===== config.mk =====
export PLATFORM = sky130hd
export DESIGN_NAME = gbi_slave
export DESIGN_NICKNAME = d
export VERILOG_FILES = /design/src/common/gbi_pkg.sv /design/src/design/gbi_slave.sv /design/src/design/gbi_fifo.sv
export SDC_FILE = /design/constraint.sdc
export NUM_CORES = 1
export LEC_CHECK = 0
export BUFFER_PORTS_ARGS = -buffer_cell sky130_fd_sc_hd__buf_2
export CAP_MARGIN = 20
export CORE_MARGIN = 3
export CORE_UTILIZATION = 52
export DETAILED_ROUTE_END_ITERATION = 8
export GPL_TIMING_DRIVEN = 1
export PLACE_DENSITY_LB_ADDON = 0.05
export SYNTH_ARGS = -nofsm -noshare
export SYNTH_HDL_FRONTEND = slang
export SYNTH_SLANG_ARGS = --single-unit

===== constraint.sdc =====
create_clock -name clock -period 4.6 [get_ports clock]
set_clock_uncertainty 0.2 [all_clocks]
set_input_delay 0.46 -clock clock [delete_from_list [all_inputs] [get_ports clock]]
set_output_delay 0.46 -clock clock [all_outputs]
set_load 0.1 [all_outputs]

===== src/common/gbi_pkg.sv =====
`default_nettype none
// ****************************************
// Gamma buffer serial slave constants
// ****************************************
package gbi_pkg;
	// Register offsets
	localparam logic [7:0] OFS_SOFT_BANK = 8'h40;
	localparam logic [7:0] OFS_CONTROL   = 8'h48;
	localparam logic [7:0] OFS_STATUS    = 8'h4a;
	localparam logic [7:0] OFS_GAMMA_HI  = 8'h58;
	localparam logic [7:0] OFS_GAMMA_LO  = 8'h59;
	// Reset values and writable bits
	localparam logic [7:0]  RST_SOFT_BANK  = 8'h00;
	localparam logic [7:0]  RST_CONTROL    = 8'h20;
	localparam logic [15:0] RST_GAMMA      = 16'h8000;
	localparam logic [7:0]  WMASK_SOFT     = 8'h03;
	localparam logic [7:0]  WMASK_CONTROL  = 8'h33;
	localparam logic [7:0]  WMASK_GAMMA_LO = 8'hc0;
	localparam logic [7:0]  READ_UNMAPPED  = 8'h00;
	// Field positions
	localparam int CTRL_BIAS_MSB     = 5;
	localparam int CTRL_BIAS_LSB     = 4;
	localparam int CTRL_MODE_MSB     = 1;
	localparam int CTRL_MODE_LSB     = 0;
	localparam int CTRL_MODE_LATCH   = 1;
	localparam int STAT_LOAD_BIT     = 7;
	localparam int STAT_BANK_HI_BIT  = 1;
	localparam int STAT_BANK_LO_BIT  = 0;
	localparam int GAMMA_MSB         = 15;
	localparam int GAMMA_LSB         = 6;
	// Mode and bias encodings
	localparam logic [1:0] MODE_PINS = 2'h0;
	localparam logic [1:0] MODE_SOFT = 2'h1;
	localparam logic [1:0] BIAS_60   = 2'h0;
	localparam logic [1:0] BIAS_80   = 2'h1;
	localparam logic [1:0] BIAS_100  = 2'h2;
	localparam logic [7:0] PCT_60    = 8'h3c;
	localparam logic [7:0] PCT_80    = 8'h50;
	localparam logic [7:0] PCT_100   = 8'h64;
	localparam logic [7:0] PCT_150   = 8'h96;
	// Serial link
	localparam logic [5:0] SLAVE_ADDR_FIXED = 6'h30;
	localparam logic [2:0] LAST_BIT         = 3'h7;
	localparam logic [2:0] FIRST_BIT        = 3'h0;
	// Update stream buffer
	localparam int UPD_WIDTH = 16;
	localparam int UPD_DEPTH = 8;
	typedef enum logic [2:0] {ST_IDLE, ST_RX, ST_ACK, ST_TX, ST_MACK} gbi_state_e;
	typedef enum logic [1:0] {BK_SLAVE, BK_MEMADDR, BK_DATA} gbi_kind_e;
endpackage
`default_nettype wire


===== src/design/gbi_slave.sv =====
// Functional notes
// - Control bits 5:4 pick bias 60, 80, 100 (default) or 150 percent.
// - Mode 00 takes the active bank from the two bank pins.
// - Mode 01 takes the active bank from the software bank bits.
// - Mode bit 1 set drives all DACs from the volatile latch.
// - Status reads live load pin in bit 7, bank pins in bits 1:0.
// - Gamma word: first byte bits 9:2, second byte 7:6 bits 1:0, default 8000h.
// - SDA falling while SCL high is a START; address reception follows.
// - SDA rising while SCL high is a STOP; the transfer ends.
// - Repeated START behaves exactly like a START.
// - SDA changes only while SCL low; bits are captured on SCL rise.
// - Outgoing bits are driven at the previous SCL fall.
// - Ninth bit is acknowledge: 0 acknowledges, 1 refuses.
// - Written bytes arrive eight bits, MSB first, then the slave acknowledges, except a data byte refused while load pin high and the update buffer full.
// - Master acknowledges wanted read bytes, refuses the last; slave then releases SDA.
// - First byte after START: slave address in bits 7:1, direction in bit 0.
// - Strap pin low gives address bit 0, high gives 1.
// - Direction 0 is write, 1 is read: C0h and C1h with strap low.
// - Non-matching address: ignore everything, no acknowledge, until next START.
// - Second written byte is the memory address to load.
// - Software bank bits 1:0 at 40h pick bank A to D.
// - With load pin high, acknowledged data updates the DAC; commit follows STOP.
`timescale 1ns/1ps
`default_nettype none
module gbi_slave (
	// Clock and reset
	input  wire logic       clock,
	input  wire logic       reset_n,
	input  wire logic       clk_en,
	// Serial link pins
	input  wire logic       scl_in,
	input  wire logic       sda_in,
	output logic            sda_out,
	output logic            sda_oe_n,
	// Strap and control pins
	input  wire logic       addr_strap_pin,
	input  wire logic       load_strobe_pin,
	input  wire logic       bank_pin_low,
	input  wire logic       bank_pin_high,
	// Analog control outputs
	output logic      [7:0] bias_pct,
	output logic      [1:0] active_bank,
	output logic            dac_from_latch,
	output logic      [9:0] gamma_eeprom_word,
	// DAC update stream
	output logic            upd_valid,
	input  wire logic       upd_ready,
	output logic     [15:0] upd_data,
	// Nonvolatile commit
	output logic            eeprom_commit
);
	// ****************************************
	// Pin synchronisers
	// ****************************************
	logic       scl_m_q, scl_s_q, scl_p_q;
	logic       sda_m_q, sda_s_q, sda_p_q;
	logic       ld_m_q, ld_s_q, strap_m_q, strap_s_q;
	logic [1:0] bnk_m_q, bnk_s_q;
	logic       scl_rise, scl_fall, start_det, stop_det;

	always_ff @(posedge clock or negedge reset_n) begin
		if (!reset_n) begin
			{scl_m_q, scl_s_q, scl_p_q} <= 3'h7;
			{sda_m_q, sda_s_q, sda_p_q} <= 3'h7;
			{ld_m_q, ld_s_q, strap_m_q, strap_s_q} <= 4'h0;
			bnk_m_q <= 2'h0;
			bnk_s_q <= 2'h0;
		end else if (clk_en) begin
			{scl_m_q, scl_s_q, scl_p_q} <= {scl_in, scl_m_q, scl_s_q};
			{sda_m_q, sda_s_q, sda_p_q} <= {sda_in, sda_m_q, sda_s_q};
			{ld_m_q, ld_s_q}       <= {load_strobe_pin, ld_m_q};
			{strap_m_q, strap_s_q} <= {addr_strap_pin, strap_m_q};
			bnk_m_q <= {bank_pin_high, bank_pin_low};
			bnk_s_q <= bnk_m_q;
		end
	end

	assign scl_rise  = scl_s_q && !scl_p_q;
	assign scl_fall  = !scl_s_q && scl_p_q;
	assign start_det = scl_s_q && scl_p_q && sda_p_q && !sda_s_q;
	assign stop_det  = scl_s_q && scl_p_q && !sda_p_q && sda_s_q;

	// ****************************************
	// Register read mux
	// ****************************************
	logic [7:0]  soft_bank_q, soft_bank_d, control_q, control_d;
	logic [15:0] gamma_q, gamma_d;
	logic [7:0]  mem_ptr_q, mem_ptr_d, rd_data, status_byte;

	always_comb begin
		status_byte = 8'h00;
		status_byte[gbi_pkg::STAT_LOAD_BIT]    = ld_s_q;
		status_byte[gbi_pkg::STAT_BANK_HI_BIT] = bnk_s_q[1];
		status_byte[gbi_pkg::STAT_BANK_LO_BIT] = bnk_s_q[0];
		case (mem_ptr_q)
			gbi_pkg::OFS_SOFT_BANK: rd_data = soft_bank_q;
			gbi_pkg::OFS_CONTROL:   rd_data = control_q;
			gbi_pkg::OFS_STATUS:    rd_data = status_byte;
			gbi_pkg::OFS_GAMMA_HI:  rd_data = gamma_q[15:8];
			gbi_pkg::OFS_GAMMA_LO:  rd_data = gamma_q[7:0];
			default:                rd_data = gbi_pkg::READ_UNMAPPED;
		endcase
	end

	// ****************************************
	// Serial engine
	// ****************************************
	gbi_pkg::gbi_state_e state_q, state_d;
	gbi_pkg::gbi_kind_e  kind_q, kind_d;
	logic [2:0] bitcnt_q, bitcnt_d;
	logic [7:0] shift_q, shift_d;
	logic       rx_full_q, rx_full_d, rnw_q, rnw_d, pull_q, pull_d;
	logic       mack_q, mack_d, wrote_q, wrote_d, commit_q, commit_d;
	logic       push, fifo_in_ready, addr_match;

	// Address in bits 7:1, strap bit last
	assign addr_match = (shift_q[7:1] == {gbi_pkg::SLAVE_ADDR_FIXED, strap_s_q});

	always_comb begin
		state_d     = state_q;
		kind_d      = kind_q;
		bitcnt_d    = bitcnt_q;
		shift_d     = shift_q;
		rx_full_d   = rx_full_q;
		rnw_d       = rnw_q;
		pull_d      = pull_q;
		mack_d      = mack_q;
		wrote_d     = wrote_q;
		commit_d    = 1'b0;
		mem_ptr_d   = mem_ptr_q;
		soft_bank_d = soft_bank_q;
		control_d   = control_q;
		gamma_d     = gamma_q;
		push        = 1'b0;
		if (stop_det) begin
			// Stop ends transfer; commit after stop
			state_d  = gbi_pkg::ST_IDLE;
			pull_d   = 1'b0;
			commit_d = wrote_q;
			wrote_d  = 1'b0;
		end else if (start_det) begin
			state_d   = gbi_pkg::ST_RX;
			kind_d    = gbi_pkg::BK_SLAVE;
			bitcnt_d  = gbi_pkg::FIRST_BIT;
			rx_full_d = 1'b0;
			pull_d    = 1'b0;
		end else begin
			case (state_q)
				gbi_pkg::ST_RX: begin
					if (scl_rise && !rx_full_q) begin
						shift_d  = {shift_q[6:0], sda_s_q};
						bitcnt_d = bitcnt_q + 3'h1;
						if (bitcnt_q == gbi_pkg::LAST_BIT) begin
							rx_full_d = 1'b1;
						end
					end
					if (scl_fall && rx_full_q) begin
						rx_full_d = 1'b0;
						bitcnt_d  = gbi_pkg::FIRST_BIT;
						case (kind_q)
							gbi_pkg::BK_SLAVE: begin
								if (addr_match) begin
									rnw_d   = shift_q[0];
									pull_d  = 1'b1;
									state_d = gbi_pkg::ST_ACK;
								end else begin
									state_d = gbi_pkg::ST_IDLE;
								end
							end
							gbi_pkg::BK_MEMADDR: begin
								mem_ptr_d = shift_q;
								pull_d    = 1'b1;
								state_d   = gbi_pkg::ST_ACK;
							end
							default: begin
								// Full update buffer refuses the byte rather than lose it
								if (ld_s_q && !fifo_in_ready) begin
									state_d = gbi_pkg::ST_IDLE;
								end else begin
									case (mem_ptr_q)
										gbi_pkg::OFS_SOFT_BANK: soft_bank_d = shift_q & gbi_pkg::WMASK_SOFT;
										gbi_pkg::OFS_CONTROL:   control_d = shift_q & gbi_pkg::WMASK_CONTROL;
										gbi_pkg::OFS_GAMMA_HI:  gamma_d[15:8] = shift_q;
										gbi_pkg::OFS_GAMMA_LO:  gamma_d[7:0] = shift_q & gbi_pkg::WMASK_GAMMA_LO;
										default:                gamma_d = gamma_q;
									endcase
									push      = ld_s_q;
									wrote_d   = 1'b1;
									mem_ptr_d = mem_ptr_q + 8'h01;
									pull_d    = 1'b1;
									state_d   = gbi_pkg::ST_ACK;
								end
							end
						endcase
					end
				end
				gbi_pkg::ST_ACK: begin
					// Acknowledge held through the ninth clock
					if (scl_fall) begin
						if (kind_q == gbi_pkg::BK_SLAVE && rnw_q) begin
							shift_d   = rd_data;
							pull_d    = !rd_data[7];
							mem_ptr_d = mem_ptr_q + 8'h01;
							state_d   = gbi_pkg::ST_TX;
						end else begin
							pull_d  = 1'b0;
							state_d = gbi_pkg::ST_RX;
							kind_d  = (kind_q == gbi_pkg::BK_SLAVE) ? gbi_pkg::BK_MEMADDR : gbi_pkg::BK_DATA;
						end
					end
				end
				gbi_pkg::ST_TX: begin
					// Next bit driven at the fall
					if (scl_fall) begin
						if (bitcnt_q == gbi_pkg::LAST_BIT) begin
							pull_d  = 1'b0;
							state_d = gbi_pkg::ST_MACK;
						end else begin
							shift_d  = {shift_q[6:0], 1'b0};
							pull_d   = !shift_q[6];
							bitcnt_d = bitcnt_q + 3'h1;
						end
					end
				end
				gbi_pkg::ST_MACK: begin
					if (scl_rise) begin
						mack_d = !sda_s_q;
					end
					// Refusal ends the read with SDA released
					if (scl_fall) begin
						bitcnt_d = gbi_pkg::FIRST_BIT;
						if (mack_q) begin
							shift_d   = rd_data;
							pull_d    = !rd_data[7];
							mem_ptr_d = mem_ptr_q + 8'h01;
							state_d   = gbi_pkg::ST_TX;
						end else begin
							state_d = gbi_pkg::ST_IDLE;
						end
					end
				end
				default: begin
					state_d = gbi_pkg::ST_IDLE;
					pull_d  = 1'b0;
				end
			endcase
		end
	end

	always_ff @(posedge clock or negedge reset_n) begin
		if (!reset_n) begin
			state_q     <= gbi_pkg::ST_IDLE;
			kind_q      <= gbi_pkg::BK_SLAVE;
			bitcnt_q    <= gbi_pkg::FIRST_BIT;
			shift_q     <= 8'h00;
			rx_full_q   <= 1'b0;
			rnw_q       <= 1'b0;
			pull_q      <= 1'b0;
			mack_q      <= 1'b0;
			wrote_q     <= 1'b0;
			commit_q    <= 1'b0;
			mem_ptr_q   <= 8'h00;
			soft_bank_q <= gbi_pkg::RST_SOFT_BANK;
			control_q   <= gbi_pkg::RST_CONTROL;
			gamma_q     <= gbi_pkg::RST_GAMMA;
		end else if (clk_en) begin
			state_q     <= state_d;
			kind_q      <= kind_d;
			bitcnt_q    <= bitcnt_d;
			shift_q     <= shift_d;
			rx_full_q   <= rx_full_d;
			rnw_q       <= rnw_d;
			pull_q      <= pull_d;
			mack_q      <= mack_d;
			wrote_q     <= wrote_d;
			commit_q    <= commit_d;
			mem_ptr_q   <= mem_ptr_d;
			soft_bank_q <= soft_bank_d;
			control_q   <= control_d;
			gamma_q     <= gamma_d;
		end
	end

	// Open drain: only ever pulls low
	assign sda_out       = 1'b0;
	assign sda_oe_n      = !pull_q;
	assign eeprom_commit = commit_q;

	// ****************************************
	// Analog control outputs
	// ****************************************
	logic [7:0] bias_pct_q, bias_pct_d;
	logic [1:0] active_bank_q, active_bank_d;
	// Bias and bank outputs lag the control byte by one clock
	logic       latch_q, latch_d;
	logic [1:0] mode;

	assign mode = control_q[gbi_pkg::CTRL_MODE_MSB:gbi_pkg::CTRL_MODE_LSB];

	always_comb begin
		case (control_q[gbi_pkg::CTRL_BIAS_MSB:gbi_pkg::CTRL_BIAS_LSB])
			gbi_pkg::BIAS_60:  bias_pct_d = gbi_pkg::PCT_60;
			gbi_pkg::BIAS_80:  bias_pct_d = gbi_pkg::PCT_80;
			gbi_pkg::BIAS_100: bias_pct_d = gbi_pkg::PCT_100;
			default:           bias_pct_d = gbi_pkg::PCT_150;
		endcase
		// Pins pick bank; software bits otherwise
		active_bank_d = (mode == gbi_pkg::MODE_PINS) ? bnk_s_q : soft_bank_q[1:0];
		latch_d = control_q[gbi_pkg::CTRL_MODE_LATCH];
	end

	always_ff @(posedge clock or negedge reset_n) begin
		if (!reset_n) begin
			bias_pct_q    <= gbi_pkg::PCT_100;
			active_bank_q <= 2'h0;
			latch_q       <= 1'b0;
		end else if (clk_en) begin
			bias_pct_q    <= bias_pct_d;
			active_bank_q <= active_bank_d;
			latch_q       <= latch_d;
		end
	end

	assign bias_pct          = bias_pct_q;
	assign active_bank       = active_bank_q;
	assign dac_from_latch    = latch_q;
	assign gamma_eeprom_word = gamma_q[gbi_pkg::GAMMA_MSB:gbi_pkg::GAMMA_LSB];

	// ****************************************
	// DAC update buffer
	// ****************************************
	gbi_fifo #(
		.WIDTH (gbi_pkg::UPD_WIDTH),
		.DEPTH (gbi_pkg::UPD_DEPTH)
	) u_upd_fifo (
		.clock     (clock),
		.reset_n   (reset_n),
		.clk_en    (clk_en),
		.in_valid  (push),
		.in_ready  (fifo_in_ready),
		.in_data   ({mem_ptr_q, shift_q}),
		.out_valid (upd_valid),
		.out_ready (upd_ready),
		.out_data  (upd_data)
	);

	// ****************************************
	// Checks
	// ****************************************
	a_stop_ends: assert property (@(posedge clock) disable iff (!reset_n)
		clk_en && stop_det |=> state_q == gbi_pkg::ST_IDLE && !pull_q && !wrote_q)
		else $error("stop did not end the transfer");
	a_start_restarts: assert property (@(posedge clock) disable iff (!reset_n)
		clk_en && start_det && !stop_det |=> state_q == gbi_pkg::ST_RX && kind_q == gbi_pkg::BK_SLAVE
		&& bitcnt_q == gbi_pkg::FIRST_BIT)
		else $error("start did not restart address reception");
	a_miss_quiet: assert property (@(posedge clock) disable iff (!reset_n)
		state_q == gbi_pkg::ST_IDLE |-> !pull_q)
		else $error("slave drives sda while idle");
	a_ack_held: assert property (@(posedge clock) disable iff (!reset_n)
		state_q == gbi_pkg::ST_ACK |-> pull_q && bitcnt_q == gbi_pkg::FIRST_BIT)
		else $error("acknowledge not driven low");
	a_nack_release: assert property (@(posedge clock) disable iff (!reset_n)
		clk_en && state_q == gbi_pkg::ST_MACK && scl_fall && !mack_q && !start_det && !stop_det
		|=> state_q == gbi_pkg::ST_IDLE ##1 !pull_q)
		else $error("sda not released after refusal");
	a_bias_map: assert property (@(posedge clock) disable iff (!reset_n)
		clk_en && control_q[gbi_pkg::CTRL_BIAS_MSB:gbi_pkg::CTRL_BIAS_LSB] == gbi_pkg::BIAS_60
		|=> bias_pct_q == gbi_pkg::PCT_60)
		else $error("bias lookup wrong");
	a_bank_pins: assert property (@(posedge clock) disable iff (!reset_n)
		clk_en && mode == gbi_pkg::MODE_PINS |=> active_bank_q == $past(bnk_s_q))
		else $error("bank not taken from pins");
	a_bank_soft: assert property (@(posedge clock) disable iff (!reset_n)
		clk_en && mode == gbi_pkg::MODE_SOFT |=> active_bank_q == $past(soft_bank_q[1:0]))
		else $error("bank not taken from software bits");
	a_latch_mode: assert property (@(posedge clock) disable iff (!reset_n)
		clk_en && control_q[gbi_pkg::CTRL_MODE_LATCH] |=> dac_from_latch)
		else $error("latch mode not applied");
	a_commit_stop: assert property (@(posedge clock) disable iff (!reset_n)
		$rose(commit_q) |-> $past(stop_det) && $past(wrote_q))
		else $error("commit without a closing stop");
endmodule // gbi_slave
`default_nettype wire


===== src/design/gbi_fifo.sv =====
`timescale 1ns/1ps
`default_nettype none
module gbi_fifo #(
	parameter int WIDTH = 16,
	parameter int DEPTH = 8
) (
	// Clock and reset
	input  wire logic             clock,
	input  wire logic             reset_n,
	input  wire logic             clk_en,
	// Fill side
	input  wire logic             in_valid,
	output logic                  in_ready,
	input  wire logic [WIDTH-1:0] in_data,
	// Drain side
	output logic                  out_valid,
	input  wire logic             out_ready,
	output logic      [WIDTH-1:0] out_data
);
	localparam int AW = $clog2(DEPTH);
	logic [WIDTH-1:0] mem_q [DEPTH];
	logic [AW:0]      wr_q, wr_d, rd_q, rd_d;
	logic             push, pop;

	assign in_ready  = (wr_q[AW] == rd_q[AW]) || (wr_q[AW-1:0] != rd_q[AW-1:0]);
	assign out_valid = (wr_q != rd_q);
	assign out_data  = mem_q[rd_q[AW-1:0]];
	assign push      = clk_en && in_valid && in_ready;
	assign pop       = clk_en && out_valid && out_ready;

	always_comb begin
		wr_d = push ? wr_q + 1'b1 : wr_q;
		rd_d = pop ? rd_q + 1'b1 : rd_q;
	end

	always_ff @(posedge clock or negedge reset_n) begin
		if (!reset_n) begin
			wr_q <= '0;
			rd_q <= '0;
		end else begin
			wr_q <= wr_d;
			rd_q <= rd_d;
		end
	end

	// Storage has no reset; words are only read once written
	always_ff @(posedge clock) begin
		if (push) begin
			mem_q[wr_q[AW-1:0]] <= in_data;
		end
	end

	a_fifo_head_held: assert property (@(posedge clock) disable iff (!reset_n)
		clk_en && out_valid && !out_ready |=> out_valid && out_data == $past(out_data))
		else $error("fifo head changed before it was taken");
endmodule // gbi_fifo
`default_nettype wire


==> impl_metrics.json, run 1 <==
{
  "status": "completed",
  "fin_crit_sh_pct": 76.8,
  "syn_area_mm2": 0.00918,
  "critPathLaunchType": "flop",
  "tightest_slew_ps": 980,
  "setup_tns_ps": 0,
  "grt_pass1_vias": 5504,
  "cts_tree": "yes",
  "routed_via_density": 5.95,
  "synth_common_cells": "edfxtp_1 (128), dfrtp_1 (66), mux2_2 (61)",
  "cts_buffers": 21,
  "cap_violations": 0,
  "synthArstFlopShare_pct": 37.6,
  "cts_max_path_buffers": 3,
  "crit_start": "u_upd_fifo.rd_q[0]$_DFFE_PN0P_",
  "drtPass1Iterations": 5,
  "cts_root_buf": "clkbuf_16",
  "cts_setup_buffers": 0,
  "overflow": 0,
  "synth_edf_count": 128,
  "insertion_delay_ps": 490,
  "pwr_density_cell_mw_per_mm2": 418,
  "slew_viol_final": 0,
  "peakVddDrop_v": 0.000289,
  "first_iter_violations": 308,
  "finalWeightedCongestion": 0.876,
  "grt_max_degree": 78,
  "final_nets": 682,
  "r2r-start": "state_q[0]$_DFFE_PN0P_",
  "path_clk_slew_ps": 60,
  "drc_errors": 0,
  "drive_gt1_share_pct": 32.1,
  "detail-route-antenna-nets": 0,
  "ff2ff_setup_slack_ps": 1340,
  "synth_top_area_share_pct": 41.9,
  "pin_count": 51,
  "nFillCells": 1271,
  "synth_cell_types": 74,
  "rsz0062_at_grt": "false",
  "regToRegEndpoint": "soft_bank_q[1]$_DFFE_PN0P_",
  "syn2layout_area_growth_pct": 13.2,
  "p_leak_nw": 3.87,
  "finalHoldViolCount": 0,
  "cp_data_required_time_ps": 3940,
  "path_class": "reg -> out",
  "cp_data_arrival_time_ps": 2870,
  "worstHoldPathType": "in -> reg",
  "wirelength_um": 19700,
  "dieArea_mm2": 0.0193,
  "core_area_mm2": 0.0169,
  "fp-row-count": 47,
  "io_buffers": 48,
  "syn_area_per_cell_um2": 15.2,
  "detailed_place_hpwl_um": 12600,
  "yosysMostFrequentCell": "edfxtp_1",
  "endpoint": "upd_data[15]",
  "avgRoutedWirePerCell_um": 22.1,
  "min_period_ps": 3530,
  "start_util_pct": 54.2,
  "die_y_um": 139,
  "grt_pass1_wl_um": 31500,
  "ys.flop_type": "edfxtp_1",
  "ys_seq_elements": 205,
  "netlist_top_cells_area": "edfxtp_1 (42%), dfrtp_1 (18%), mux4_2 (7.8%), mux2_2 (7.5%), dfstp_2 (3.1%)",
  "ys_seq_area_share_pct": 63.0,
  "vias": 5313,
  "crit_fanout": 20,
  "clock_sinks": 205,
  "fmax_mhz": 283,
  "rr_worst_depth": 5,
  "max-slew-margin-rel_pct": 34.7,
  "p_total_mw": 4.34,
  "ys_warn_count": 0,
  "cts_max_level": 1,
  "setup_violations": 0,
  "dieWidth_um": 139,
  "cts-resized-gates": 0,
  "syn_inst": 603,
  "diodes": 0,
  "antenna_found_initial": 0,
  "synth_top_cell_by_area": "edfxtp_1",
  "grt_use_total_pct": 20.5,
  "cp-end-kind": "output pin"
}
-- flip-flops by register name (all words and copies together), names as in the netlist, 4 cells and up --
| register | cells |
|---|---|
| gamma_q | 10 |
| u_upd_fifo.rd_q | 4 |
| shift_q | 8 |
| u_upd_fifo.mem_q | 128 |
| mem_ptr_q | 8 |
| control_q | 4 |
| bias_pct | 6 |
| u_upd_fifo.wr_q | 4 |
-- layer usage --
layer  global-route usage, %  vias to the layer above  wire (µm)
met1                    28.5                     2714       8710
met4                    4.58                        0        251
met3                    2.93                       24        832
met2                    34.7                      116       9900
li1                        -                     2459          -
met5                       0                        -          0
-- area by class of cell --
type | instances | area [µm²] | share of cell area, %
inverters | 13 | 48.8 | 0.470
clock inverters | 15 | 154 | 1.48
clock buffers | 23 | 533 | 5.13
repair buffers | 69 | 418 | 4.02
multi-input cells | 348 | 3180 | 30.6
well taps | 220 | 275 | 2.65
flip-flops and latches | 205 | 5790 | 55.7
-- worst max-delay path, stage by stage, from the launching register on --
cell and delay [ps]:
dfrtp_2 790, buf_4 440, mux4_2 560, mux2_2 280
buf_2 290
-- repair_timing --
action	CTS	global route
endpoints found under the setup margin	0	0
hold buffers	7	0
hold endpoints to repair	72	0
-- layout by cell type, fill, tap and decap left out, drive strengths merged, types with 5 or more instances in the layout --
cell type      n
o21ai         22
nand2b         9
nor3          14
dlygate4sd3    7
nand3         13
nand4          5
mux2i          7
and3           5
edfxtp       128
nand2         24
clkinv         8
a22o           5
dfrtp         66
nor2          25
mux2          63
a21oi         16
clkbuf        23
mux4          32
nor2b          6
dfstp         11
inv           14
ha            14
buf           62
xnor2         10
-- where the power goes --
| part | total (mW) | internal [mW] | switching (mW) |
|---|---|---|---|
| Combinational | 0.412 | 0.150 | 0.262 |
| Clock | 1.69 | 1.01 | 0.685 |
| Sequential | 2.24 | 2.08 | 0.160 |
| Total | 4.34 | 3.23 | 1.11 |
-- worst min path at each step --
| stage | endpoint | from | cells past startpoint | slack (ps) |
|---|---|---|---|---|
| CTS | u_upd_fifo.rd_q[0]$_DFFE_PN0P_ | upd_ready | 3 | 200 |
| detailed placement | bias_pct[5]$_DFFE_PN1P_ | bias_pct[5]$_DFFE_PN1P_ | 2 | 270 |
| global route | u_upd_fifo.rd_q[0]$_DFFE_PN0P_ | upd_ready | 3 | 250 |
| finish | u_upd_fifo.rd_q[0]$_DFFE_PN0P_ | upd_ready | 3 | 220 |
| global placement | bias_pct[5]$_DFFE_PN1P_ | bias_pct[5]$_DFFE_PN1P_ | 2 | 270 |
| floorplan | active_bank[0]$_DFFE_PN0P_ | reset_n | 0 | -40 |
-- cell families after synthesis --
family | after synthesis | synth area share, %
adders and majority gates | 14 | 1.91
xor gates and xnor gates | 13 | 1.24
other | 1 | 0.0408
DFF | 205 | 63.0
AOI/OAI and AO/OA | 97 | 7.80
buffers and inverters | 51 | 2.56
and+or+nand+nor | 120 | 7.03
muxes | 102 | 16.4
-- per-stage QoR --
step,cells,setup WS [ps],utilization (%),instance area (µm²),hold WS (ps)
detailed placement,848,1400,56.9,9630,273
global route,893,878,61.3,10400,249
floorplan,604,1510,-,9190,-35.6
finish,893,1070,61.3,10400,216
global placement,848,1460,56.9,9630,267
CTS,893,967,61.3,10400,197
(Power assumes the default switching activity.)
==> run 2: changes to the inputs <==
--- a/config.mk
+++ b/config.mk
@@ -5,6 +5,7 @@
 export SDC_FILE = /design/constraint.sdc
 export NUM_CORES = 1
 export LEC_CHECK = 0
+export ABC_AREA = 1
 export BUFFER_PORTS_ARGS = -buffer_cell sky130_fd_sc_hd__buf_2
 export CAP_MARGIN = 20
 export CORE_MARGIN = 3
==> constraint.sdc (replaced) <==
create_clock -name clock -period 3.15 [get_ports clock]
set_clock_uncertainty 0.2 [all_clocks]
set_input_delay 0.315 -clock clock [delete_from_list [all_inputs] [get_ports clock]]
set_output_delay 0.315 -clock clock [all_outputs]
set_load 0.1 [all_outputs]
==> run 2 against run 1 <==
Setup slack worse by 780 ps. Clock power increased by 65%. Count of clock-buffer cells in the layout up 3. Register-to-register slack worse by 920 ps. Power is 150% higher. Cell count increased by 41%. Combinational power rose to 11 times the previous value. Die area is 1.5% higher. Sequential power up 56%. Design area grew 7.3%. First-iteration DRC count increased by 64%. Area after synthesis up 1.5%. Critical path type unchanged. Highest routed layer unchanged.
==> impl_metrics.json, run 2 <==
{
  "status": "completed",
  "cap_violations": 0,
  "worst_path_max_delay_cell": "dfrtp_1",
  "dieArea_mm2": 0.0196,
  "cp-end-kind": "output pin",
  "drive_gt1_share_pct": 17.0,
  "netlist_top_cells_area": "edfxtp_1 (41%), dfrtp_1 (18%), nand2_1 (7.9%), nor2_1 (6.8%), o21ai_0 (5.8%)",
  "fin_ws_ps": 288,
  "synth_common_cells": "nand2_1 (195), nor2_1 (169), edfxtp_1 (128)",
  "critical_path.max_stage_delay_ps": 390,
  "ys_seq_elements": 205,
  "detail-route-antenna-nets": 0,
  "fmax_mhz": 349,
  "critPathLaunchType": "flop",
  "path_clk_slew_ps": 60,
  "yosysMostFrequentCell": "nand2_1",
  "syn_inst": 948,
  "cts_max_path_buffers": 3,
  "p_leak_nw": 4.53,
  "core_area_mm2": 0.0174,
  "overflow": 0,
  "setup_violations": 0,
  "most-common-layout-cells": "nand2_1 (195), nor2_1 (169), edfxtp_1 (128)",
  "cts_tree": "yes",
  "cts_buffers": 22,
  "grt_use_total_pct": 23.3,
  "start_util_pct": 53.5,
  "first_iter_violations": 506,
  "syn_area_mm2": 0.00932,
  "synth_top_family_by_area": "simple AND/OR/NAND/NOR gates",
  "cp_data_arrival_time_ps": 2350,
  "cts-resized-gates": 0,
  "max-slew-margin-rel_pct": 34.0,
  "finalWeightedCongestion": 0.893,
  "synth_cell_types": 42,
  "synthXorXnorAreaFrac_pct": 0.939,
  "vias": 6816,
  "fp-row-count": 48,
  "crit_chain": "inv_2 -> buf_4 -> o21ai_0 -> o22ai_1 -> nor2_1 -> a31oi_2 -> buf_12",
  "detailed_place_hpwl_um": 14500,
  "finalHoldViolCount": 0,
  "synth_top_area_share_pct": 41.2,
  "wirelength_um": 22100,
  "peakVddDrop_v": 0.00125,
  "worstHoldPathType": "reg -> reg",
  "drc_errors": 0,
  "synth_fa_ha_area_share_pct": 1.88,
  "cts_max_level": 1,
  "utilization_pct": 64.0,
  "synth_top_cell_by_area": "edfxtp_1",
  "clock_sinks": 205,
  "rsz0062_at_grt": "false",
  "tightest_slew_ps": 990,
  "grt_pass1_vias": 6792,
  "cp_top_family": "buffers and inverters",
  "min_period_ps": 2860,
  "muxShareOfSynthArea_pct": 0,
  "final_nets": 1039,
  "antenna_found_initial": 0,
  "ys_warn_count": 0,
  "diodes": 0,
  "routed_via_density": 5.43,
  "drtPass1Iterations": 5,
  "path_class": "reg -> out",
  "grt_pass1_wl_um": 36500,
  "synth_edf_count": 128,
  "synth_compound_area_share_pct": 10.2,
  "cts_setup_buffers": 0,
  "pin_count": 51,
  "dieWidth_um": 140,
  "cts_root_buf": "clkbuf_16",
  "yosys.area_share.simple_pct": 20.5,
  "fin_crit_sh_pct": 90.9,
  "io_buffers": 48,
  "die_y_um": 140,
  "ys.flop_type": "edfxtp_1",
  "syn2layout_area_growth_pct": 19.6,
  "grt_max_degree": 78,
  "largest_reg_flops": 128,
  "crit_fanout": 19,
  "syn_area_per_cell_um2": 9.83,
  "ys_seq_area_share_pct": 62.0,
  "avgRoutedWirePerCell_um": 17.6,
  "crit_buf_inv": 3,
  "final_common_cell": "nand2_1",
  "cp_data_required_time_ps": 2630,
  "synthArstFlopShare_pct": 37.6,
  "pwr_density_cell_mw_per_mm2": 965,
  "slew_viol_final": 0,
  "insertion_delay_ps": 490,
  "place_ws_ps": 401
}
-- run 2: changes by cell type after synthesis, sizes merged, moves of 11 or more --
cell and delta:
inv +53, nand2 +177, nor2 +151, clkbuf +11, o22ai +13, buf -13
a31oi +13, nand3 +29, o21ai +96, mux4 -32, mux2 -63
-- run 2: worst reg2reg max path: cells and delay by family, from the launching register on --
family | cells | cell delay [ps]
buffers and inverters | 3 | 500
flip-flops | 1 | 550
AND/OR/NAND/NOR | 8 | 1150
-- run 2: logic make-up (layout without fill, tap and decap cells) --
family,after synthesis,count (layout)
compound gates,169,169
xor+xnor,10,10
fa+ha+maj,14,14
buf+inv,103,185
flops,205,205
other cells,1,2
simple gates,446,446
-- run 2: area by class of cell --
type / count / area (µm²)
Clock buffer: 26 / 597
Multi-Input combinational cell: 641 / 3270
Tap cell: 225 / 282
Clock inverter: 14 / 196
Inverter: 67 / 251
Fill cell: 1441 / 6270
Sequential cell: 205 / 5790
Timing Repair Buffer: 78 / 771
-- run 2: worst paths after layout --
kind	from	endpoint	slack, ps	cells past startpoint
min	sda_m_q$_DFFE_PN1P_	sda_m_q$_DFFE_PN1P_	260	2
min reg2reg	sda_m_q$_DFFE_PN1P_	sda_m_q$_DFFE_PN1P_	260	2
max reg2reg	sda_s_q$_DFFE_PN1P_	u_upd_fifo.mem_q[3][9]$_DFFE_PP_	420	11
max in group asynchronous	reset_n	u_upd_fifo.rd_q[0]$_DFFE_PN0P_	1750	2
min in group asynchronous	reset_n	bias_pct[4]$_DFFE_PN0P_	320	2
max	u_upd_fifo.rd_q[1]$_DFFE_PN0P_	upd_data[14]	290	7
-- run 2: power by group --
part           total (mW)  leakage [nW]  switching [mW]  internal [mW]
Sequential           3.49          2.11           0.310           3.18
Clock                2.79         0.384            1.03           1.76
Combinational        4.49          2.03            3.08           1.40
Total                10.8          4.53            4.42           6.34
-- run 2: metal layers --
layer,global-route usage [%],share of wire [%],up-vias
met5,0,0,-
met4,5.15,1.5,0
met3,2.90,4.4,30
met2,39.7,50,158
met1,32.4,44,3281
li1,-,-,3347
-- run 2: what timing repair did --
item,CTS,global route
endpoints found under the hold margin,74,0
hold buffers,9,0
setup endpoints to repair,0,0
-- run 2: stage by stage --
| step | setup TNS (ps) | hold slack (ps) | instances | total power [mW] | cell area (µm²) |
|---|---|---|---|---|---|
| detailed placement | 0 | 255 | 1207 | 8.05 | 10300 |
| floorplan | -1390 | -181 | 949 | 6.40 | 9430 |
| CTS | 0 | 263 | 1256 | 10.8 | 11100 |
| global placement | 0 | 253 | 1207 | 8.03 | 10300 |
| global route | 0 | 282 | 1256 | 11.3 | 11100 |
| finish | 0 | 261 | 1256 | 10.8 | 11100 |
==> run 3: changes to the inputs <==
==> constraint.sdc (replaced) <==
create_clock -name clock -period 3.15 [get_ports clock]
set_clock_uncertainty 0.2 [all_clocks]
set_input_delay 0.315 -clock clock [delete_from_list [all_inputs] [get_ports clock]]
set_output_delay 0.315 -clock clock [all_outputs]
set_load 0.005 [all_outputs]
==> run 3 against run 2 <==
Design area shrank 3.8%. Register-to-register slack got worse by 110 ps. Core utilization is 2.5 points lower. Via count decreased by 1.1%.
==> impl_metrics.json, run 3 (same netlist as run 2, synthesis figures left out) <==
{
  "cts_max_path_buffers": 3,
  "instances_no_fill": 1257,
  "path_clk_slew_ps": 60,
  "status": "completed",
  "syn2layout_area_growth_pct": 15.0,
  "tightest_slew_ps": 982,
  "p_leak_nw": 4.39,
  "final_common_cell": "nand2_1",
  "most-common-layout-cells": "nand2_1 (195), nor2_1 (169), edfxtp_1 (128)",
  "clock_sinks": 205,
  "ff2ff_setup_slack_ps": 310,
  "grt_max_degree": 75,
  "grt_pass1_vias": 6614,
  "wirelength_um": 21700,
  "power.share.clock_pct": 31.1,
  "first_iter_violations": 434,
  "worstHoldPathType": "in -> reg",
  "largest_reg_flops": 128,
  "slew_viol_final": 0,
  "nFillCells": 1486,
  "p_int_mw": 5.50,
  "vias": 6739,
  "crit_fanout": 16,
  "avgRoutedWirePerCell_um": 17.2,
  "insertion_delay_ps": 500,
  "cts_root_buf": "clkbuf_16",
  "utilization_pct": 61.6,
  "cp_data_required_time_ps": 3120,
  "p_total_mw": 8.22,
  "final_nets": 1040,
  "routed_via_density": 5.36,
  "core_area_mm2": 0.0174,
  "drtPass1Iterations": 4,
  "die_y_um": 140,
  "p_comb_share_pct": 26.5,
  "rsz0062_at_grt": "false",
  "start_util_pct": 53.5,
  "regArea_mm2": 0.00579,
  "detail-route-antenna-nets": 0,
  "p_switching_mw": 2.72,
  "peakVddDrop_v": 0.000482,
  "drc_errors": 0,
  "critPathLaunchType": "flop",
  "path_class": "reg -> reg",
  "detailed_place_hpwl_um": 14100,
  "antenna_found_initial": 0,
  "io_buffers": 48,
  "swShare_pct": 33.1,
  "cp-end-kind": "flop",
  "pin_count": 51,
  "grt_use_total_pct": 22.3,
  "cts_tree": "yes",
  "grt_pass1_wl_um": 35100,
  "finalWeightedCongestion": 0.868,
  "power_frac_seq_pct": 42.4,
  "max-slew-margin-rel_pct": 34.6,
  "setup_violations": 0,
  "cts_max_level": 1,
  "overflow": 0,
  "pwr_density_cell_mw_per_mm2": 767,
  "cts-resized-gates": 0,
  "cts_setup_buffers": 0,
  "dieArea_mm2": 0.0196,
  "fp-row-count": 48,
  "diodes": 0,
  "cap_violations": 0,
  "fmax_mhz": 352,
  "fin_crit_sh_pct": 90.1,
  "dieWidth_um": 140,
  "drive_gt1_share_pct": 15.2,
  "cp_data_arrival_time_ps": 2810,
  "placed_cells": 1209,
  "cts_buffers": 22,
  "hold_ws_ps": 55.9,
  "finalHoldViolCount": 0,
  "min_period_ps": 2840,
  "multi_input_area_mm2": 0.00317
}
[run 3: cell count changes in the layout (fill, tap and decap cells not counted), moves of 6 or more]
cell,before,now
a31oi_1,0,16
a31oi_2,16,0
buf_12,19,1
buf_2,30,47
clkbuf_1,2,8
[run 3: routing by layer]
metal	GRT usage [%]	vias up	wire length [µm]
li1	-	3352	-
met3	2.56	39	907
met5	0	-	0
met1	30.9	3198	9690
met2	37.4	150	10500
met4	6.99	0	581
[run 3: area by class of cell]
cell class | instances | share of cell area [%]
inverter | 67 | 2.35
clock buffer | 34 | 6.03
clock inverter | 6 | 0.759
multi-input combinational | 641 | 29.5
sequential | 205 | 54.0
timing repair buffer | 79 | 4.74
tap | 225 | 2.63
[run 3: stage by stage]
stage,worst slack (ps),TNS (ps),instance area [µm²]
2_1_floorplan,-29.0,-1390,9330
3_3_place_gp,440,0,9910
4_1_cts,352,0,10700
3_5_place_dp,392,0,9910
6_report,313,0,10700
5_1_grt,132,0,10700
[run 3: power by group through the flow]
| stage | combinational (mW) | clock (mW) | sequential [mW] |
|---|---|---|---|
| floorplan | 1.39 | 0 | 3.43 |
| global placement | 2.19 | 0 | 3.54 |
| detailed placement | 2.20 | 0 | 3.54 |
| CTS | 2.21 | 2.62 | 3.49 |
| global route | 2.48 | 2.74 | 3.52 |
| finish | 2.18 | 2.56 | 3.48 |
[run 3: path summary, 6_finish.rpt]
kind / end / start / depth (start not counted)
hold / removal: pull_q$_DFFE_PN0P_ / clk_en / 5
setup / recovery: u_upd_fifo.mem_q[1][5]$_DFFE_PP_ / sda_p_q$_DFFE_PN1P_ / 11
hold reg to reg: bias_pct[5]$_DFFE_PN1P_ / bias_pct[5]$_DFFE_PN1P_ / 2
max in group asynchronous: scl_p_q$_DFFE_PN1P_ / reset_n / 3
min in group asynchronous: mem_ptr_q[4]$_DFFE_PN0P_ / reset_n / 2
setup reg to reg: u_upd_fifo.mem_q[1][5]$_DFFE_PP_ / sda_p_q$_DFFE_PN1P_ / 11
[run 3: what timing repair did]
| item | in CTS | in global routing |
|---|---|---|
| hold buffers | 8 | 0 |
| setup endpoints to repair | 0 | 0 |
| endpoints found under the hold margin | 75 | 0 |
[run 3: critical path, cell delays in order (launching register included)]
cell     delay (ps)
dfstp_2         540
inv_1            60
nand4_2         160
inv_1            60
nor2_1          290
nand2_1         120
nor2_1          180
nand2_1         150
nor2_1          210
inv_1           120
nor3_2          120
buf_4           290
